--- src/hw/adc_seq_defs.svh ---
// Purpose: register map, field positions, reset values and timing constants
// Assumes: 8-bit register port, byte offsets as printed
// Notes: definitions only
`ifndef ADC_SEQ_DEFS_SVH
`define ADC_SEQ_DEFS_SVH

// ------------------------------------------------------------
// register offsets
// ------------------------------------------------------------
`define CTL_ADDR 8'h30
`define RES1_ADDR 8'h31
`define RES4_ADDR 8'h34
`define OPT_ADDR 8'h39

// ------------------------------------------------------------
// control/status fields
// ------------------------------------------------------------
`define CTL_FLAG_BIT 7
`define CTL_REPEAT_BIT 5
`define CTL_MULTI_BIT 4
`define CTL_WR_MASK 8'h3f
`define CTL_CHAN_MSB 3
`define CTL_GROUP_LSB 2

// ------------------------------------------------------------
// options fields
// ------------------------------------------------------------
`define OPT_RESET 8'h10
`define OPT_PROT_MASK 8'h37
`define OPT_PU_BIT 7
`define OPT_CONV_CLOCK_SELECT_BIT 6
`define OPT_IRQ_EDGE_SELECT_BIT 5
`define OPT_DLY_BIT 4
`define OPT_CME_BIT 3
`define OPT_CLOCK_MONITOR_FORCE_BIT 2
`define OPT_RATE_MSB 1
`define PROT_WINDOW 7'h40

// ------------------------------------------------------------
// timing
// ------------------------------------------------------------
`define CORE_PERIOD_PS 8000
`define E_PERIOD_PS 500000
`define SAMPLE_TICKS 4'hc
`define LAST_SLOT 2'h3
`define SAR_MSB 3'h7
`define SAR_START 8'h80

`endif

--- src/hw/adc_seq_pkg.sv ---
// Purpose: types shared by the converter sequencer
// Assumes: constants come from adc_seq_defs.svh
// Notes: all sequencer state lives in seq_state_t
package adc_seq_pkg;

    typedef enum logic [1:0] {
        PH_IDLE,
        PH_ARM,
        PH_SAMPLE,
        PH_COMPARE
    } phase_t;

    typedef struct packed {
        logic [3:0] channel;
        logic sample;
        logic [7:0] dac_code;
        logic powered;
        logic use_rc_clock;
    } analog_ctl_t;

    typedef struct packed {
        logic irq_falling_edge;
        logic startup_delay_enable;
        logic clock_monitor_on;
        logic [1:0] watchdog_rate_select;
    } sys_opts_t;

    typedef struct packed {
        phase_t phase;
        logic [7:0] ctl;
        logic [3:0][7:0] results;
        logic [7:0] opt;
        logic force_latched;
        logic [6:0] win_cnt;
        logic prot_used;
        logic [1:0] slot;
        logic [3:0] tick_cnt;
        logic [2:0] bit_idx;
        logic [7:0] sar;
        logic pend_valid;
        logic [1:0] pend_slot;
        logic [7:0] pend_data;
        logic [7:0] ediv;
        logic [7:0] rd_data;
    } seq_state_t;

endpackage : adc_seq_pkg

--- src/hw/adc_conversion_sequencer.sv ---
// Purpose: digital control and sequencing of an 8-bit successive-approximation converter
// Assumes: all inputs synchronous to core_clk_in; rc_tick_in is a one-cycle pulse
// Notes: analog mux, comparator and capacitor array sit outside this block
//
// The address-and-strobe port was decided locally.
`include "adc_seq_defs.svh"
`timescale 1ns/1ps
`default_nettype none

// How it works
// four 8-bit results, readable, flag marks validity
// results commit only in cycles without read
// clock select: 1 rc tick, 0 e clock
// sequences of four, repeat or single pass
// flag set when fourth result lands
// sequence starts one e clock after write
// low reference 00, high ff, no overflow
// power-up bit enables converter, clear disables
// software waits 100us after power-up
// e clock mode samples on quiet ticks
// protected option bits: one write, 64 cycles
// irq edge bit: 1 falling, 0 level
// delay bit selects start-up stabilisation delay
// force bit holds clock monitor until reset
// sixteen mux sources selected by channel code
// single no repeat: four conversions then halt
// single repeat: results wrap cyclically
// multi no repeat: group once then halt
// multi repeat: group cycles, results replaced
// control layout: flag, zero, repeat, multi, channel
// control write aborts and restarts sequence
// control write clears completion flag
// multi mode uses upper two channel bits
// group converted in ascending channel order
module adc_conversion_sequencer #(
    parameter int E_DIV = `E_PERIOD_PS / `CORE_PERIOD_PS
) (
    input wire logic core_clk_in,
    input wire logic nrst_in,
    input wire logic [7:0] addr_in,
    input wire logic [7:0] wr_data_in,
    input wire logic wr_in,
    input wire logic rd_in,
    output logic [7:0] rd_data_out,
    input wire logic special_mode_in,
    input wire logic rc_tick_in,
    input wire logic comparator_in,
    output adc_seq_pkg::analog_ctl_t analog_ctl_out,
    output adc_seq_pkg::sys_opts_t sys_opts_out,
    output logic e_tick_out,
    output logic sequence_complete_flag_out
);

    // ------------------------------------------------------------
    // state
    // ------------------------------------------------------------
    adc_seq_pkg::seq_state_t s;
    adc_seq_pkg::seq_state_t next_s;

    logic e_tick;
    logic conv_tick;
    logic ctl_write;
    logic opt_write;
    logic prot_open;
    logic repeat_mode;
    logic multi_mode;
    logic [3:0] chan;

    localparam logic [7:0] E_LAST = 8'(E_DIV - 1);

    // ------------------------------------------------------------
    // timing sources
    // ------------------------------------------------------------
    assign e_tick = (s.ediv == E_LAST);
    // rc ticks are not aligned to the e clock, so accuracy is a bit lower there
    assign conv_tick = s.opt[`OPT_CONV_CLOCK_SELECT_BIT] ? rc_tick_in : e_tick;

    assign ctl_write = wr_in && (addr_in == `CTL_ADDR);
    assign opt_write = wr_in && (addr_in == `OPT_ADDR);
    assign prot_open = special_mode_in || (!s.prot_used && (s.win_cnt < `PROT_WINDOW));

    assign repeat_mode = s.ctl[`CTL_REPEAT_BIT];
    assign multi_mode = s.ctl[`CTL_MULTI_BIT];

    // ------------------------------------------------------------
    // channel steering
    // ------------------------------------------------------------
    always_comb begin
        if (multi_mode) begin
            chan = {s.ctl[`CTL_CHAN_MSB:`CTL_GROUP_LSB], s.slot};
        end else begin
            chan = s.ctl[`CTL_CHAN_MSB:0];
        end
    end

    // ------------------------------------------------------------
    // next state
    // ------------------------------------------------------------
    always_comb begin
        next_s = s;

        // e clock divider, free running
        if (e_tick) begin
            next_s.ediv = 8'h00;
        end else begin
            next_s.ediv = s.ediv + 8'h01;
        end

        // protection window counts core cycles after reset and then saturates
        if (s.win_cnt < `PROT_WINDOW) begin
            next_s.win_cnt = s.win_cnt + 7'h01;
        end

        // deferred result commit, held off while a read is in progress
        if (s.pend_valid && !rd_in) begin
            next_s.results[s.pend_slot] = s.pend_data;
            next_s.pend_valid = 1'b0;
            if (s.pend_slot == `LAST_SLOT) begin
                next_s.ctl[`CTL_FLAG_BIT] = 1'b1;
            end
        end

        // conversion sequencer
        case (s.phase)
            adc_seq_pkg::PH_IDLE: begin
                next_s.tick_cnt = 4'h0;
            end
            adc_seq_pkg::PH_ARM: begin
                if (e_tick) begin
                    next_s.phase = adc_seq_pkg::PH_SAMPLE;
                    next_s.tick_cnt = 4'h0;
                end
            end
            adc_seq_pkg::PH_SAMPLE: begin
                if (conv_tick) begin
                    if (s.tick_cnt == `SAMPLE_TICKS - 4'h1) begin
                        next_s.phase = adc_seq_pkg::PH_COMPARE;
                        next_s.sar = `SAR_START;
                        next_s.bit_idx = `SAR_MSB;
                        next_s.tick_cnt = 4'h0;
                    end else begin
                        next_s.tick_cnt = s.tick_cnt + 4'h1;
                    end
                end
            end
            adc_seq_pkg::PH_COMPARE: begin
                if (conv_tick) begin
                    // comparator is looked at only on the tick, a quiet moment
                    if (!comparator_in) begin
                        next_s.sar[s.bit_idx] = 1'b0;
                    end
                    if (s.bit_idx == 3'h0) begin
                        next_s.pend_valid = 1'b1;
                        next_s.pend_slot = s.slot;
                        next_s.pend_data = comparator_in ? s.sar : (s.sar & 8'hfe);
                        next_s.slot = s.slot + 2'h1;
                        if (s.slot == `LAST_SLOT && !repeat_mode) begin
                            next_s.phase = adc_seq_pkg::PH_IDLE;
                        end else begin
                            next_s.phase = adc_seq_pkg::PH_SAMPLE;
                        end
                    end else begin
                        next_s.bit_idx = s.bit_idx - 3'h1;
                        next_s.sar[s.bit_idx - 3'h1] = 1'b1;
                    end
                end
            end
            default: begin
                next_s.phase = adc_seq_pkg::PH_IDLE;
            end
        endcase

        // control/status write: abort, clear flag, arm new sequence
        if (ctl_write) begin
            next_s.ctl = wr_data_in & `CTL_WR_MASK;
            next_s.pend_valid = 1'b0;
            next_s.slot = 2'h0;
            next_s.tick_cnt = 4'h0;
            next_s.phase = adc_seq_pkg::PH_ARM;
        end

        // options write with time-protected bits
        if (opt_write) begin
            if (prot_open) begin
                next_s.opt = wr_data_in;
                if (!special_mode_in) begin
                    next_s.prot_used = 1'b1;
                end
            end else begin
                next_s.opt = (wr_data_in & ~`OPT_PROT_MASK) | (s.opt & `OPT_PROT_MASK);
            end
        end

        if (next_s.opt[`OPT_CLOCK_MONITOR_FORCE_BIT]) begin
            next_s.force_latched = 1'b1;
        end

        // unpowered converter does nothing; a start written while unpowered is dropped and stays idle
        if (!s.opt[`OPT_PU_BIT] && s.phase != adc_seq_pkg::PH_IDLE && !ctl_write) begin
            next_s.phase = adc_seq_pkg::PH_IDLE;
        end
        if (!s.opt[`OPT_PU_BIT] && ctl_write) begin
            next_s.phase = adc_seq_pkg::PH_IDLE;
        end

        // read data, valid only in the cycle after the strobe
        next_s.rd_data = 8'h00;
        if (rd_in) begin
            if (addr_in == `CTL_ADDR) begin
                next_s.rd_data = s.ctl;
            end else if (addr_in >= `RES1_ADDR && addr_in <= `RES4_ADDR) begin
                next_s.rd_data = s.results[2'(addr_in - `RES1_ADDR)];
            end else if (addr_in == `OPT_ADDR) begin
                next_s.rd_data = s.opt;
            end else begin
                next_s.rd_data = 8'h00;
            end
        end
    end

    // ------------------------------------------------------------
    // registers
    // ------------------------------------------------------------
    always_ff @(posedge core_clk_in or negedge nrst_in) begin
        if (!nrst_in) begin
            s.phase <= adc_seq_pkg::PH_IDLE;
            s.ctl <= 8'h00;
            s.results <= '0;
            s.opt <= `OPT_RESET;
            s.force_latched <= 1'b0;
            s.win_cnt <= 7'h00;
            s.prot_used <= 1'b0;
            s.slot <= 2'h0;
            s.tick_cnt <= 4'h0;
            s.bit_idx <= 3'h0;
            s.sar <= 8'h00;
            s.pend_valid <= 1'b0;
            s.pend_slot <= 2'h0;
            s.pend_data <= 8'h00;
            s.ediv <= 8'h00;
            s.rd_data <= 8'h00;
        end else begin
            s <= next_s;
        end
    end

    // ------------------------------------------------------------
    // outputs
    // ------------------------------------------------------------
    assign rd_data_out = s.rd_data;
    assign e_tick_out = e_tick;
    assign sequence_complete_flag_out = s.ctl[`CTL_FLAG_BIT];

    assign analog_ctl_out.channel = chan;
    assign analog_ctl_out.sample = (s.phase == adc_seq_pkg::PH_SAMPLE);
    assign analog_ctl_out.dac_code = s.sar;
    assign analog_ctl_out.powered = s.opt[`OPT_PU_BIT];
    assign analog_ctl_out.use_rc_clock = s.opt[`OPT_CONV_CLOCK_SELECT_BIT];

    assign sys_opts_out.irq_falling_edge = s.opt[`OPT_IRQ_EDGE_SELECT_BIT];
    assign sys_opts_out.startup_delay_enable = s.opt[`OPT_DLY_BIT];
    assign sys_opts_out.clock_monitor_on = s.opt[`OPT_CME_BIT] | s.force_latched;
    assign sys_opts_out.watchdog_rate_select = s.opt[`OPT_RATE_MSB:0];

endmodule : adc_conversion_sequencer

`default_nettype wire

--- config.mk ---
export PLATFORM = sky130hd
export DESIGN_NAME = adc_conversion_sequencer
export DESIGN_NICKNAME = d
export VERILOG_FILES = /design/src/hw/adc_seq_pkg.sv /design/src/hw/adc_conversion_sequencer.sv
export VERILOG_INCLUDE_DIRS = /design/src /design/src/hw
export SDC_FILE = /design/constraint.sdc
export NUM_CORES = 1
export LEC_CHECK = 0
export BUFFER_PORTS_ARGS = -buffer_cell sky130_fd_sc_hd__clkbuf_2
export CORE_ASPECT_RATIO = 0.8
export CORE_MARGIN = 3
export CORE_UTILIZATION = 63
export CTS_CLUSTER_DIAMETER = 40
export DETAILED_ROUTE_END_ITERATION = 8
export GPL_TIMING_DRIVEN = 0
export PLACE_DENSITY = 0.85
export SYNTH_ARGS = -nofsm -noshare
export SYNTH_HDL_FRONTEND = slang
export SYNTH_SLANG_ARGS = --single-unit
export TNS_END_PERCENT = 5
--- constraint.sdc ---
create_clock -name core_clk_in -period 3.1 [get_ports core_clk_in]
set_input_delay 0 -clock core_clk_in [delete_from_list [all_inputs] [get_ports core_clk_in]]
set_output_delay 0 -clock core_clk_in [all_outputs]
set_load 0.1 [all_outputs]
==> results.sh, run 1 <==
export IMPL_outcome="complete, no violations"
export IMPL_setup_slack_of_the_critical_path_after_layout_ns=0.730
export IMPL_cts_repair_resized=0
export IMPL_worstReg2RegStart="s[35]"
export IMPL_antenna_found_initial=0
export IMPL_reg2reg_setup_slack_ns=0.73
export IMPL_io_pins=53
export IMPL_route_detailed_drc=0
export IMPL_p_seq_share_pct=55.7
export IMPL_final_min_period_over_clock_period_pct=76.5
export IMPL_placeableCoreArea_mm2=0.00764
export IMPL_synth_distinct_cells=62
export IMPL_clock_insertion_delay_worst_skew_ns=0.38
export IMPL_routed_wire_length_per_instance_um=18.1
export IMPL_irDropWorstVdd_mv=0.282
export IMPL_category_of_the_worst_setup_path_launch_point="flop"
export IMPL_critPathMaxStageDelay_ns=0.37
export IMPL_clock_tree_root_cell="sky130_fd_sc_hd__clkbuf_8"
export IMPL_power_combinational_fraction_pct=10.2
export IMPL_groute_layer_met1_usage_pct=36.0
export IMPL_pwr_share_clk_pct=34.1
export IMPL_area_of_the_mapped_netlist_mm2=0.00511
export IMPL_synth_mux_area_fraction_pct=15.4
export IMPL_busiest_layer="met2"
export IMPL_cp_required_ns=3.37
export IMPL_ys_flop_type="sky130_fd_sc_hd__dfrtp_1"
export IMPL_met2_usage_pct=44.5
export IMPL_min_delay_path_class="input pin to flop"
export IMPL_critical_path_capture_point_type="flop"
export IMPL_wirelength_um=11200
export IMPL_cpLargestDelayFamily="buffers and inverters"
export IMPL_worstSetupStartpoint="s[35]"
export IMPL_layout_area_overhead_vs_synth_pct=14.5
export IMPL_rr_endpoint="s[25]"
export IMPL_number_of_synthesized_flops_with_an_enable_pin=0
export IMPL_dp_hpwl_um=8100
export IMPL_overflow=0
export IMPL_gp_congestion=0.846
export IMPL_worst_endpoint_arrival_ns=2.64
export IMPL_initialDrtViolationCount=180
export IMPL_setup_viol_count_final=0
export IMPL_critical_path_endpoint="s[25]"
export IMPL_vias_in_the_first_global_route=3824
export IMPL_global_route_usage_total_pct=26.5
export IMPL_clock_path_buffers=2
export IMPL_flip_flop_and_latch_count_after_synthesis=102
export IMPL_final_net_count=544
export IMPL_synth_compound_gate_area_share_pct=11.2
export IMPL_power_density_cell_area_mw_per_mm2=418
export IMPL_ys_warn_count=0
export IMPL_placement_setup_worst_slack_ns=0.766
export IMPL_cp_num_buf_inv=3
export IMPL_route_antenna_remaining_nets=0
export IMPL_tritoncts_clock_tree="built"
export IMPL_rsz0062_at_grt="no"
export IMPL_numCtsBuffers=9
export IMPL_yosys_area_share_xor_xnor_pct=1.72
export IMPL_post_synth_main_area_contributors="sky130_fd_sc_hd__dfrtp_1 49%, sky130_fd_sc_hd__mux2_2 12%, sky130_fd_sc_hd__buf_4 3.7%"
export IMPL_dieWidth_um=107
export IMPL_grt_first_pass_wirelength_um=19100
export IMPL_worst_path_max_delay_cell="sky130_fd_sc_hd__dfrtp_1"
export IMPL_clock_sinks=102
export IMPL_crit_cells=8
export IMPL_power_switching_share_pct=26.0
export IMPL_grtUsageMet3_pct=5.66
export IMPL_synth_cells=436
export IMPL_max_slew_margin_pct=40.8
export IMPL_fmax_ghz=0.422
export IMPL_drive_gt1_share_pct=34.5
export IMPL_critPathKind="flop to flop"
export IMPL_largest_net_degree_at_the_start_of_global_routing=56
export IMPL_layout_min_cycle_time_ns=2.37
export IMPL_number_of_nets_in_the_synthesized_netlist=468
export IMPL_yosysTopAreaCellShare_pct=49.5
export IMPL_worst_hold_start="wr_in"
export IMPL_vias_per_cell=5.96
export IMPL_timing_worst_slew_pin_value_ns=0.882
export IMPL_critical_path_cell_chain="clkbuf_1 -> inv_1 -> ha_1 -> nand2b_1 -> or2_1 -> dlygate4sd2_1 -> nor2_1 -> mux2_2"
export IMPL_synth_top_cell_by_area="sky130_fd_sc_hd__dfrtp_1"
export IMPL_first_drt_pass_iteration_count=4
export IMPL_simple_gate_share_of_the_synthesized_area_pct=11.6
export IMPL_route_vias_total=3699
export IMPL_postSynth_asyncResetShare_pct=100
export IMPL_hold_path_cell_count=3
export IMPL_number_of_max_cap_violations=0
export IMPL_skew_ns=0.0151
export IMPL_rows=28
export IMPL_cellInternalPower_mw=1.81
export IMPL_portBuffers=52
export IMPL_rr_worst_depth=8
export IMPL_diodes=0
export IMPL_setup_total_negative_slack_ns=0
export IMPL_htreeDepth=3
export IMPL_synth_top_family_by_area="multiplexers"
export IMPL_max_slew_violation_count=0
export IMPL_power_leakage_nw=2.82
export IMPL_fp_dieH_um=86.5
export IMPL_postLayoutCoreUtil_pct=76.5
export IMPL_floorplan_die_area_mm2=0.00923
export IMPL_clk_pin_slew_worst_paths_ns=0.10
export IMPL_worst_path_max_fanout=10
export IMPL_floorplan_initialDensity_pct=66.9
export IMPL_p_sw_uw=637
export IMPL_synth_seq_area_share_pct=50.0
export IMPL_synth_adder_area_share_pct=3.58
export IMPL_mean_post_synth_cell_area_um2=11.7
export IMPL_hold_viol_final=0
[power by group through the flow]
stage,clock [mW],combinational [mW],sequential (mW)
2_1_floorplan,0,0.154,1.39
3_3_place_gp,0,0.227,1.39
3_5_place_dp,0,0.238,1.39
4_1_cts,0.849,0.250,1.36
5_1_grt,0.905,0.265,1.37
6_report,0.834,0.248,1.36
[timing repair]
item / CTS / global route
endpoints found under the hold margin: 72 / 0
buffers inserted: 0 / 0
hold buffers: 12 / 0
[cells in the final DEF (no fill, tap or decap), types with 8 or more instances in the layout]
cell type	n
sky130_fd_sc_hd__inv_1	14
sky130_fd_sc_hd__o21ai_0	10
sky130_fd_sc_hd__clkbuf_8	12
sky130_fd_sc_hd__buf_4	25
sky130_fd_sc_hd__clkbuf_2	51
sky130_fd_sc_hd__mux4_2	8
sky130_fd_sc_hd__dfrtp_1	101
sky130_fd_sc_hd__dlygate4sd3_1	12
sky130_fd_sc_hd__a21oi_1	18
sky130_fd_sc_hd__ha_1	9
sky130_fd_sc_hd__o31ai_1	8
sky130_fd_sc_hd__nand2_1	37
sky130_fd_sc_hd__mux2_2	54
sky130_fd_sc_hd__nor2_1	27
sky130_fd_sc_hd__clkbuf_1	9
sky130_fd_sc_hd__nand3_1	12
[worst min path at each step]
stage | end | slack [ns]
after floorplan | analog_ctl_out[0] | -0.30
after global placement | s[96] | 0.21
after detailed placement | analog_ctl_out[2] | 0.15
after CTS | s[44] | 0.06
after global routing | s[44] | 0.08
final | s[44] | 0.06
[through the flow]
step	area, um2	power, mW	cells	hold WS [ns]
global route	5850	2.54	621	0.0800
CTS	5850	2.46	621	0.0570
finish	5850	2.45	621	0.0649
floorplan	5110	1.55	436	-0.296
global placement	5500	1.62	593	0.209
detailed placement	5530	1.63	594	0.147
[routing by layer]
layer / routed length (um) / vias up / share of wire [%]
met2: 5620 / 136 / 50
li1: - / 1713 / -
met5: 0 / - / 0
met1: 4820 / 1835 / 43
met4: 135 / 0 / 1.2
met3: 674 / 15 / 6.0
[synth_stat cells (all sizes together) (8+ instances only)]
master and instances:
nand3 12, mux4 8, ha 9, dfrtp 101
o31ai 9, nand2 38, inv 14, buf 29
nor2 27, a21oi 18, o21ai 15, mux2 54
clkbuf 11
[worst min-delay path, cell delays in order]
cell,delay (ns)
sky130_fd_sc_hd__clkbuf_2,0.13
sky130_fd_sc_hd__o2111ai_2,0.20
sky130_fd_sc_hd__o21bai_1,0.08
[logic make-up (layout without fill, tap and decap cells)]
kind of cell             Yosys count  count (layout)
adder cells (fa/ha/maj)           16              16
flip-flops                       102             102
AND/OR/NAND/NOR                  113             113
XOR/XNOR                          10              10
multiplexers                      62              62
buffers and inverters             55             135
AO/OA/AOI/OAI                     78              78
[final cells by class]
class	instances	area, um2
flip-flops and latches	102	2550
multi-input cells	279	2220
fillers	534	1790
repair buffers	65	410
plain buffers	41	277
clock buffers	10	138
well taps	105	131
clock inverters	5	60.1
inverters	14	52.6
[registers in the layout (all words and copies together), names as in the netlist]
signal / cells
analog_ctl_out: 10
multi_mode: 1
rd_data_out: 8
repeat_mode: 1
s: 77
sequence_complete_flag_out: 1
sys_opts_out: 4
Power figures use the tool's default switching activity.
==> run 2, diff against run 1 <==
CORE_UTILIZATION = 59   (was 63)
PLACE_DENSITY = 0.8   (was 0.85)
clock period = 2.3 ns   (was 3.1 ns; I/O delays follow)
==> results.sh, run 2 (same netlist as run 1, synthesis figures left out) <==
export IMPL_skew_ns=0.0103
export IMPL_io_pins=53
export IMPL_routed_wire_length_per_instance_um=17.7
export IMPL_antenna_found_initial=0
export IMPL_number_of_max_cap_violations=0
export IMPL_register_with_the_highest_flop_count="s"
export IMPL_setup_slack_of_the_critical_path_after_layout_ns=0.129
export IMPL_first_drt_pass_iteration_count=5
export IMPL_final_min_period_over_clock_period_pct=94.4
export IMPL_max_slew_violation_count=0
export IMPL_cp_required_ns=2.55
export IMPL_fp_dieH_um=89.2
export IMPL_worst_path_max_fanout=8
export IMPL_htreeDepth=3
export IMPL_route_antenna_remaining_nets=0
export IMPL_portBuffers=52
export IMPL_layout_area_overhead_vs_synth_pct=15.0
export IMPL_grt_first_pass_wirelength_um=18000
export IMPL_global_route_usage_total_pct=24.2
export IMPL_diodes=0
export IMPL_numCtsBuffers=9
export IMPL_setup_total_negative_slack_ns=0
export IMPL_hold_viol_final=0
export IMPL_critPathKind="flop to flop"
export IMPL_clock_insertion_delay_worst_skew_ns=0.37
export IMPL_max_slew_margin_pct=44.0
export IMPL_largest_net_degree_at_the_start_of_global_routing=61
export IMPL_outcome="complete, no violations"
export IMPL_floorplan_die_area_mm2=0.00981
export IMPL_irDropWorstVdd_mv=0.405
export IMPL_clock_sinks=102
export IMPL_hold_slack_ns=0.0813
export IMPL_rows=29
export IMPL_power_density_cell_area_mw_per_mm2=575
export IMPL_drive_gt1_share_pct=35.0
export IMPL_min_delay_path_class="input pin to flop"
export IMPL_clock_path_buffers=2
export IMPL_setup_viol_count_final=0
export IMPL_gp_congestion=0.891
export IMPL_clock_tree_root_cell="sky130_fd_sc_hd__clkbuf_8"
export IMPL_critical_path_capture_point_type="flop"
export IMPL_layout_commonest_cell="sky130_fd_sc_hd__dfrtp_1"
export IMPL_timing_worst_slew_pin_value_ns=0.834
export IMPL_rsz0062_at_grt="yes"
export IMPL_power_leakage_nw=2.82
export IMPL_route_detailed_drc=0
export IMPL_placed_cells_incl_taps=597
export IMPL_wirelength_um=11000
export IMPL_fmax_ghz=0.461
export IMPL_category_of_the_worst_setup_path_launch_point="flop"
export IMPL_overflow=0
export IMPL_layout_common_cells="100 x sky130_fd_sc_hd__dfrtp_1, 54 x sky130_fd_sc_hd__mux2_2, 50 x sky130_fd_sc_hd__clkbuf_2"
export IMPL_dieWidth_um=110
export IMPL_cts_setup_buffers=0
export IMPL_route_vias_total=3666
export IMPL_placement_setup_worst_slack_ns=-0.0873
export IMPL_initialDrtViolationCount=272
export IMPL_vias_per_cell=5.88
export IMPL_post_layout_cell_count=623
export IMPL_floorplan_initialDensity_pct=62.5
export IMPL_vias_in_the_first_global_route=3603
export IMPL_dp_hpwl_um=7870
export IMPL_layout_cell_area_non_filler_mm2=0.00587
export IMPL_tritoncts_clock_tree="built"
export IMPL_worst_endpoint_arrival_ns=2.42
export IMPL_final_net_count=543
export IMPL_clk_pin_slew_worst_paths_ns=0.10
export IMPL_placeableCoreArea_mm2=0.00816
export IMPL_largest_reg_flops=77
export IMPL_dpl_instance_area_mm2=0.00554
export IMPL_layout_min_cycle_time_ns=2.17
run 2: power by group:
group	total, mW	internal, mW	switching (mW)
clock network	1.21	0.611	0.598
registers	1.84	1.82	0.0230
logic	0.332	0.0941	0.238
run 2: worst paths after layout:
check / startpoint / end / slack, ns / depth (start not counted)
worst max-delay path: s[36] / s[25] / 0.13 / 8
worst min-delay path: wr_in / s[44] / 0.08 / 3
worst max register to register: s[36] / s[25] / 0.13 / 8
worst min register to register: s[50] / s[50] / 0.47 / 1
max in group asynchronous: nrst_in / s[38] / 1.41 / 3
min in group asynchronous: nrst_in / s[65] / 0.19 / 2
run 2: final cells by class:
| type | count | area, um2 |
|---|---|---|
| Multi-Input combinational cell | 279 | 2230 |
| Inverter | 14 | 52.6 |
| Buffer | 40 | 274 |
| Tap cell | 108 | 135 |
| Timing Repair Buffer | 65 | 413 |
| Clock inverter | 5 | 83.8 |
| Clock buffer | 10 | 128 |
| Fill cell | 586 | 2290 |
| Sequential cell | 102 | 2550 |
run 2: critical path, stage by stage (launching register included):
cell	delay [ns]
sky130_fd_sc_hd__dfrtp_1	0.37
sky130_fd_sc_hd__clkbuf_1	0.19
sky130_fd_sc_hd__inv_1	0.12
sky130_fd_sc_hd__ha_1	0.18
sky130_fd_sc_hd__nand2b_1	0.13
sky130_fd_sc_hd__or2_1	0.22
sky130_fd_sc_hd__dlygate4sd2_1	0.32
sky130_fd_sc_hd__nor2_2	0.17
sky130_fd_sc_hd__mux2_2	0.36
run 2: metal layers:
metal  wire length, um  share of wire (%)  GRT usage [%]
met4               259                2.3           9.85
met2              5390                 49           39.4
met1              4840                 44           31.5
met3               558                5.1           5.92
met5                 0                  0              0
run 2: stage by stage:
stage,utilization [%],total power [mW]
after floorplan,-,2.08
after global placement,67.5,2.18
after detailed placement,67.8,2.19
after CTS,71.9,3.40
after global routing,71.9,3.51
final,71.9,3.38
run 2: timing repair:
item,in CTS,in global routing
resized for setup,2,4
endpoints found under the setup margin,2,9
hold buffers,12,0
endpoints found under the hold margin,59,0
==> run 3, diff against run 2 <==
ABC_AREA = 1   (was default)
==> results.sh, run 3 <==
export IMPL_cts_repair_resized=0
export IMPL_placement_setup_worst_slack_ns=0.243
export IMPL_power_leakage_nw=2.95
export IMPL_route_vias_total=4285
export IMPL_portBuffers=51
export IMPL_route_detailed_drc=0
export IMPL_worst_endpoint_arrival_ns=2.01
export IMPL_htreeDepth=3
export IMPL_tritoncts_clock_tree="built"
export IMPL_clock_sinks=102
export IMPL_rows=29
export IMPL_skew_ns=0.00865
export IMPL_floorplan_die_area_mm2=0.00978
export IMPL_power_mw=5.15
export IMPL_critical_path_capture_point_type="output pin"
export IMPL_setup_viol_count_final=0
export IMPL_layout_commonest_cell="sky130_fd_sc_hd__nand2_1"
export IMPL_cellInternalPower_mw=3.08
export IMPL_clock_path_buffers=2
export IMPL_largest_net_degree_at_the_start_of_global_routing=57
export IMPL_final_min_period_over_clock_period_pct=87.4
export IMPL_area_of_the_mapped_netlist_mm2=0.00509
export IMPL_flip_flop_and_latch_count_after_synthesis=102
export IMPL_number_of_nets_in_the_synthesized_netlist=633
export IMPL_layout_min_cycle_time_ns=2.01
export IMPL_antenna_found_initial=0
export IMPL_outcome="complete, no violations"
export IMPL_layout_common_cells="124 x sky130_fd_sc_hd__nand2_1, 101 x sky130_fd_sc_hd__dfrtp_1, 85 x sky130_fd_sc_hd__o21ai_0"
export IMPL_max_slew_violation_count=0
export IMPL_initialDrtViolationCount=362
export IMPL_diodes=0
export IMPL_ys_warn_count=0
export IMPL_io_pins=53
export IMPL_power_combinational_fraction_pct=34.5
export IMPL_clock_tree_root_cell="sky130_fd_sc_hd__clkbuf_8"
export IMPL_numCtsBuffers=9
export IMPL_synth_top_cell_by_area="sky130_fd_sc_hd__dfrtp_1"
export IMPL_number_of_synthesized_flops_with_an_enable_pin=0
export IMPL_fmax_ghz=0.497
export IMPL_placeableCoreArea_mm2=0.00816
export IMPL_min_delay_path_class="input pin to flop"
export IMPL_pwr_share_clk_pct=24.4
export IMPL_global_route_usage_total_pct=25.9
export IMPL_nFillCells=627
export IMPL_fp_dieH_um=89.0
export IMPL_dp_hpwl_um=8340
export IMPL_worst_path_max_fanout=6
export IMPL_synth_cells_most_frequent="124 x sky130_fd_sc_hd__nand2_1, 101 x sky130_fd_sc_hd__dfrtp_1, 85 x sky130_fd_sc_hd__o21ai_0, 71 x sky130_fd_sc_hd__inv_1, 50 x sky130_fd_sc_hd__nor2_1"
export IMPL_gp_congestion=0.883
export IMPL_synth_cells=601
export IMPL_grt_first_pass_wirelength_um=19600
export IMPL_timing_worst_slew_pin_value_ns=0.787
export IMPL_vias_per_cell=5.43
export IMPL_p_seq_share_pct=41.1
export IMPL_post_synth_main_area_contributors="sky130_fd_sc_hd__dfrtp_1 50%, sky130_fd_sc_hd__nand2_1 9.2%, sky130_fd_sc_hd__o21ai_0 8.4%"
export IMPL_synth_most_common_cell="sky130_fd_sc_hd__nand2_1"
export IMPL_irDropWorstVdd_mv=0.756
export IMPL_p_sw_mw=2.06
export IMPL_setup_slack_of_the_critical_path_after_layout_ns=0.290
export IMPL_mean_post_synth_cell_area_um2=8.46
export IMPL_clock_insertion_delay_worst_skew_ns=0.38
export IMPL_floorplan_initialDensity_pct=62.3
export IMPL_layout_area_overhead_vs_synth_pct=14.9
export IMPL_largest_reg_flops=77
export IMPL_routed_wire_length_per_instance_um=14.8
export IMPL_wirelength_um=11700
export IMPL_register_with_the_highest_flop_count="s"
export IMPL_synth_seq_area_share_pct=50.2
export IMPL_overflow=0
export IMPL_synth_distinct_cells=40
export IMPL_cp_required_ns=2.30
export IMPL_dieWidth_um=110
export IMPL_final_net_count=708
export IMPL_postLayoutCoreUtil_pct=71.6
export IMPL_clk_pin_slew_worst_paths_ns=0.09
export IMPL_drive_gt1_share_pct=18.2
export IMPL_critPathKind="flop to output pin"
export IMPL_ys_flop_type="sky130_fd_sc_hd__dfrtp_1"
export IMPL_max_slew_margin_pct=47.5
export IMPL_rsz0062_at_grt="no"
export IMPL_first_drt_pass_iteration_count=5
export IMPL_yosysTopAreaCellShare_pct=49.7
export IMPL_reg2reg_setup_slack_ns=0.55
export IMPL_number_of_max_cap_violations=0
export IMPL_vias_in_the_first_global_route=4182
export IMPL_hold_viol_final=0
export IMPL_category_of_the_worst_setup_path_launch_point="flop"
export IMPL_power_switching_share_pct=40.1
export IMPL_hold_slack_ns=0.104
export IMPL_power_density_cell_area_mw_per_mm2=880
export IMPL_postSynth_asyncResetShare_pct=100
export IMPL_route_antenna_remaining_nets=0
[run 3: changes by cell type in the layout (fill, tap and decap cells not counted), sizes merged, moves of 12 or more]
cell | previous run | this run
inv | 15 | 74
nor2 | 27 | 57
o21ai | 15 | 89
nand2 | 38 | 131
a21oi | 18 | 30
mux2 | 54 | 1
[run 3: cell families (layout without fill, tap and decap cells)]
group           Yosys count  count (layout)  share of synthesized area (%)
buf+inv                 113             193                           10.5
flops                   102             102                           50.2
xor+xnor                 12              12                           2.07
compound gates          141             141                           15.2
fa+ha+maj                 9               9                           2.21
simple gates            223             223                           19.6
mux                       1               1                          0.221
[run 3: layout make-up]
class	instances	area [um2]	share of cell area, %
plain buffers	40	262	4.47
clock buffers	9	124	2.12
clock inverters	7	95.1	1.63
inverters	73	274	4.69
multi-input cells	386	2000	34.2
flip-flops and latches	102	2550	43.7
well taps	108	135	2.31
repair buffers	64	405	6.93
[run 3: per-layer routing]
metal,vias to the layer above,GRT usage [%],routed length [um]
li1,2075,-,-
met1,2022,34.2,5160
met2,157,41.7,5390
met3,31,6.35,785
met4,0,10.2,358
met5,-,0,0
[run 3: path summary, 6_finish.rpt]
kind | start | endpoint | depth (start not counted)
hold / removal | wr_in | analog_ctl_out[1] | 5
max in group asynchronous | nrst_in | analog_ctl_out[6] | 3
setup / recovery | s[9] | e_tick_out | 7
hold reg to reg | s[18] | s[18] | 2
min in group asynchronous | nrst_in | s[52] | 2
setup reg to reg | s[9] | s[39] | 9
[run 3: power groups by stage]
stage / clock network [mW] / registers [mW] / logic [mW]
after detailed placement: 0 / 2.15 / 1.74
after CTS: 1.27 / 2.11 / 1.77
after global placement: 0 / 2.14 / 1.70
final: 1.25 / 2.11 / 1.78
after global routing: 1.34 / 2.14 / 1.97
after floorplan: 0 / 2.12 / 1.39
[run 3: what timing repair did]
action,CTS,global route
hold buffers,12,0
endpoints found under the hold margin,79,0
buffers inserted,0,0
[run 3: through the flow]
step / instances / setup TNS [ns] / cell area, um2
final: 789 / 0 / 5850
after global routing: 789 / 0 / 5850
after CTS: 789 / 0 / 5850
after detailed placement: 761 / 0 / 5510
after global placement: 760 / -1.24 / 5480
after floorplan: 601 / 0 / 5090
[run 3: critical path, stage by stage, from the launching register on]
cell and delay, ns:
sky130_fd_sc_hd__dfrtp_1 0.41, sky130_fd_sc_hd__inv_1 0.06, sky130_fd_sc_hd__ha_1 0.13, sky130_fd_sc_hd__inv_1 0.04, sky130_fd_sc_hd__nor2_1 0.17, sky130_fd_sc_hd__nand2_1 0.15, sky130_fd_sc_hd__inv_1 0.18, sky130_fd_sc_hd__clkbuf_2 0.49
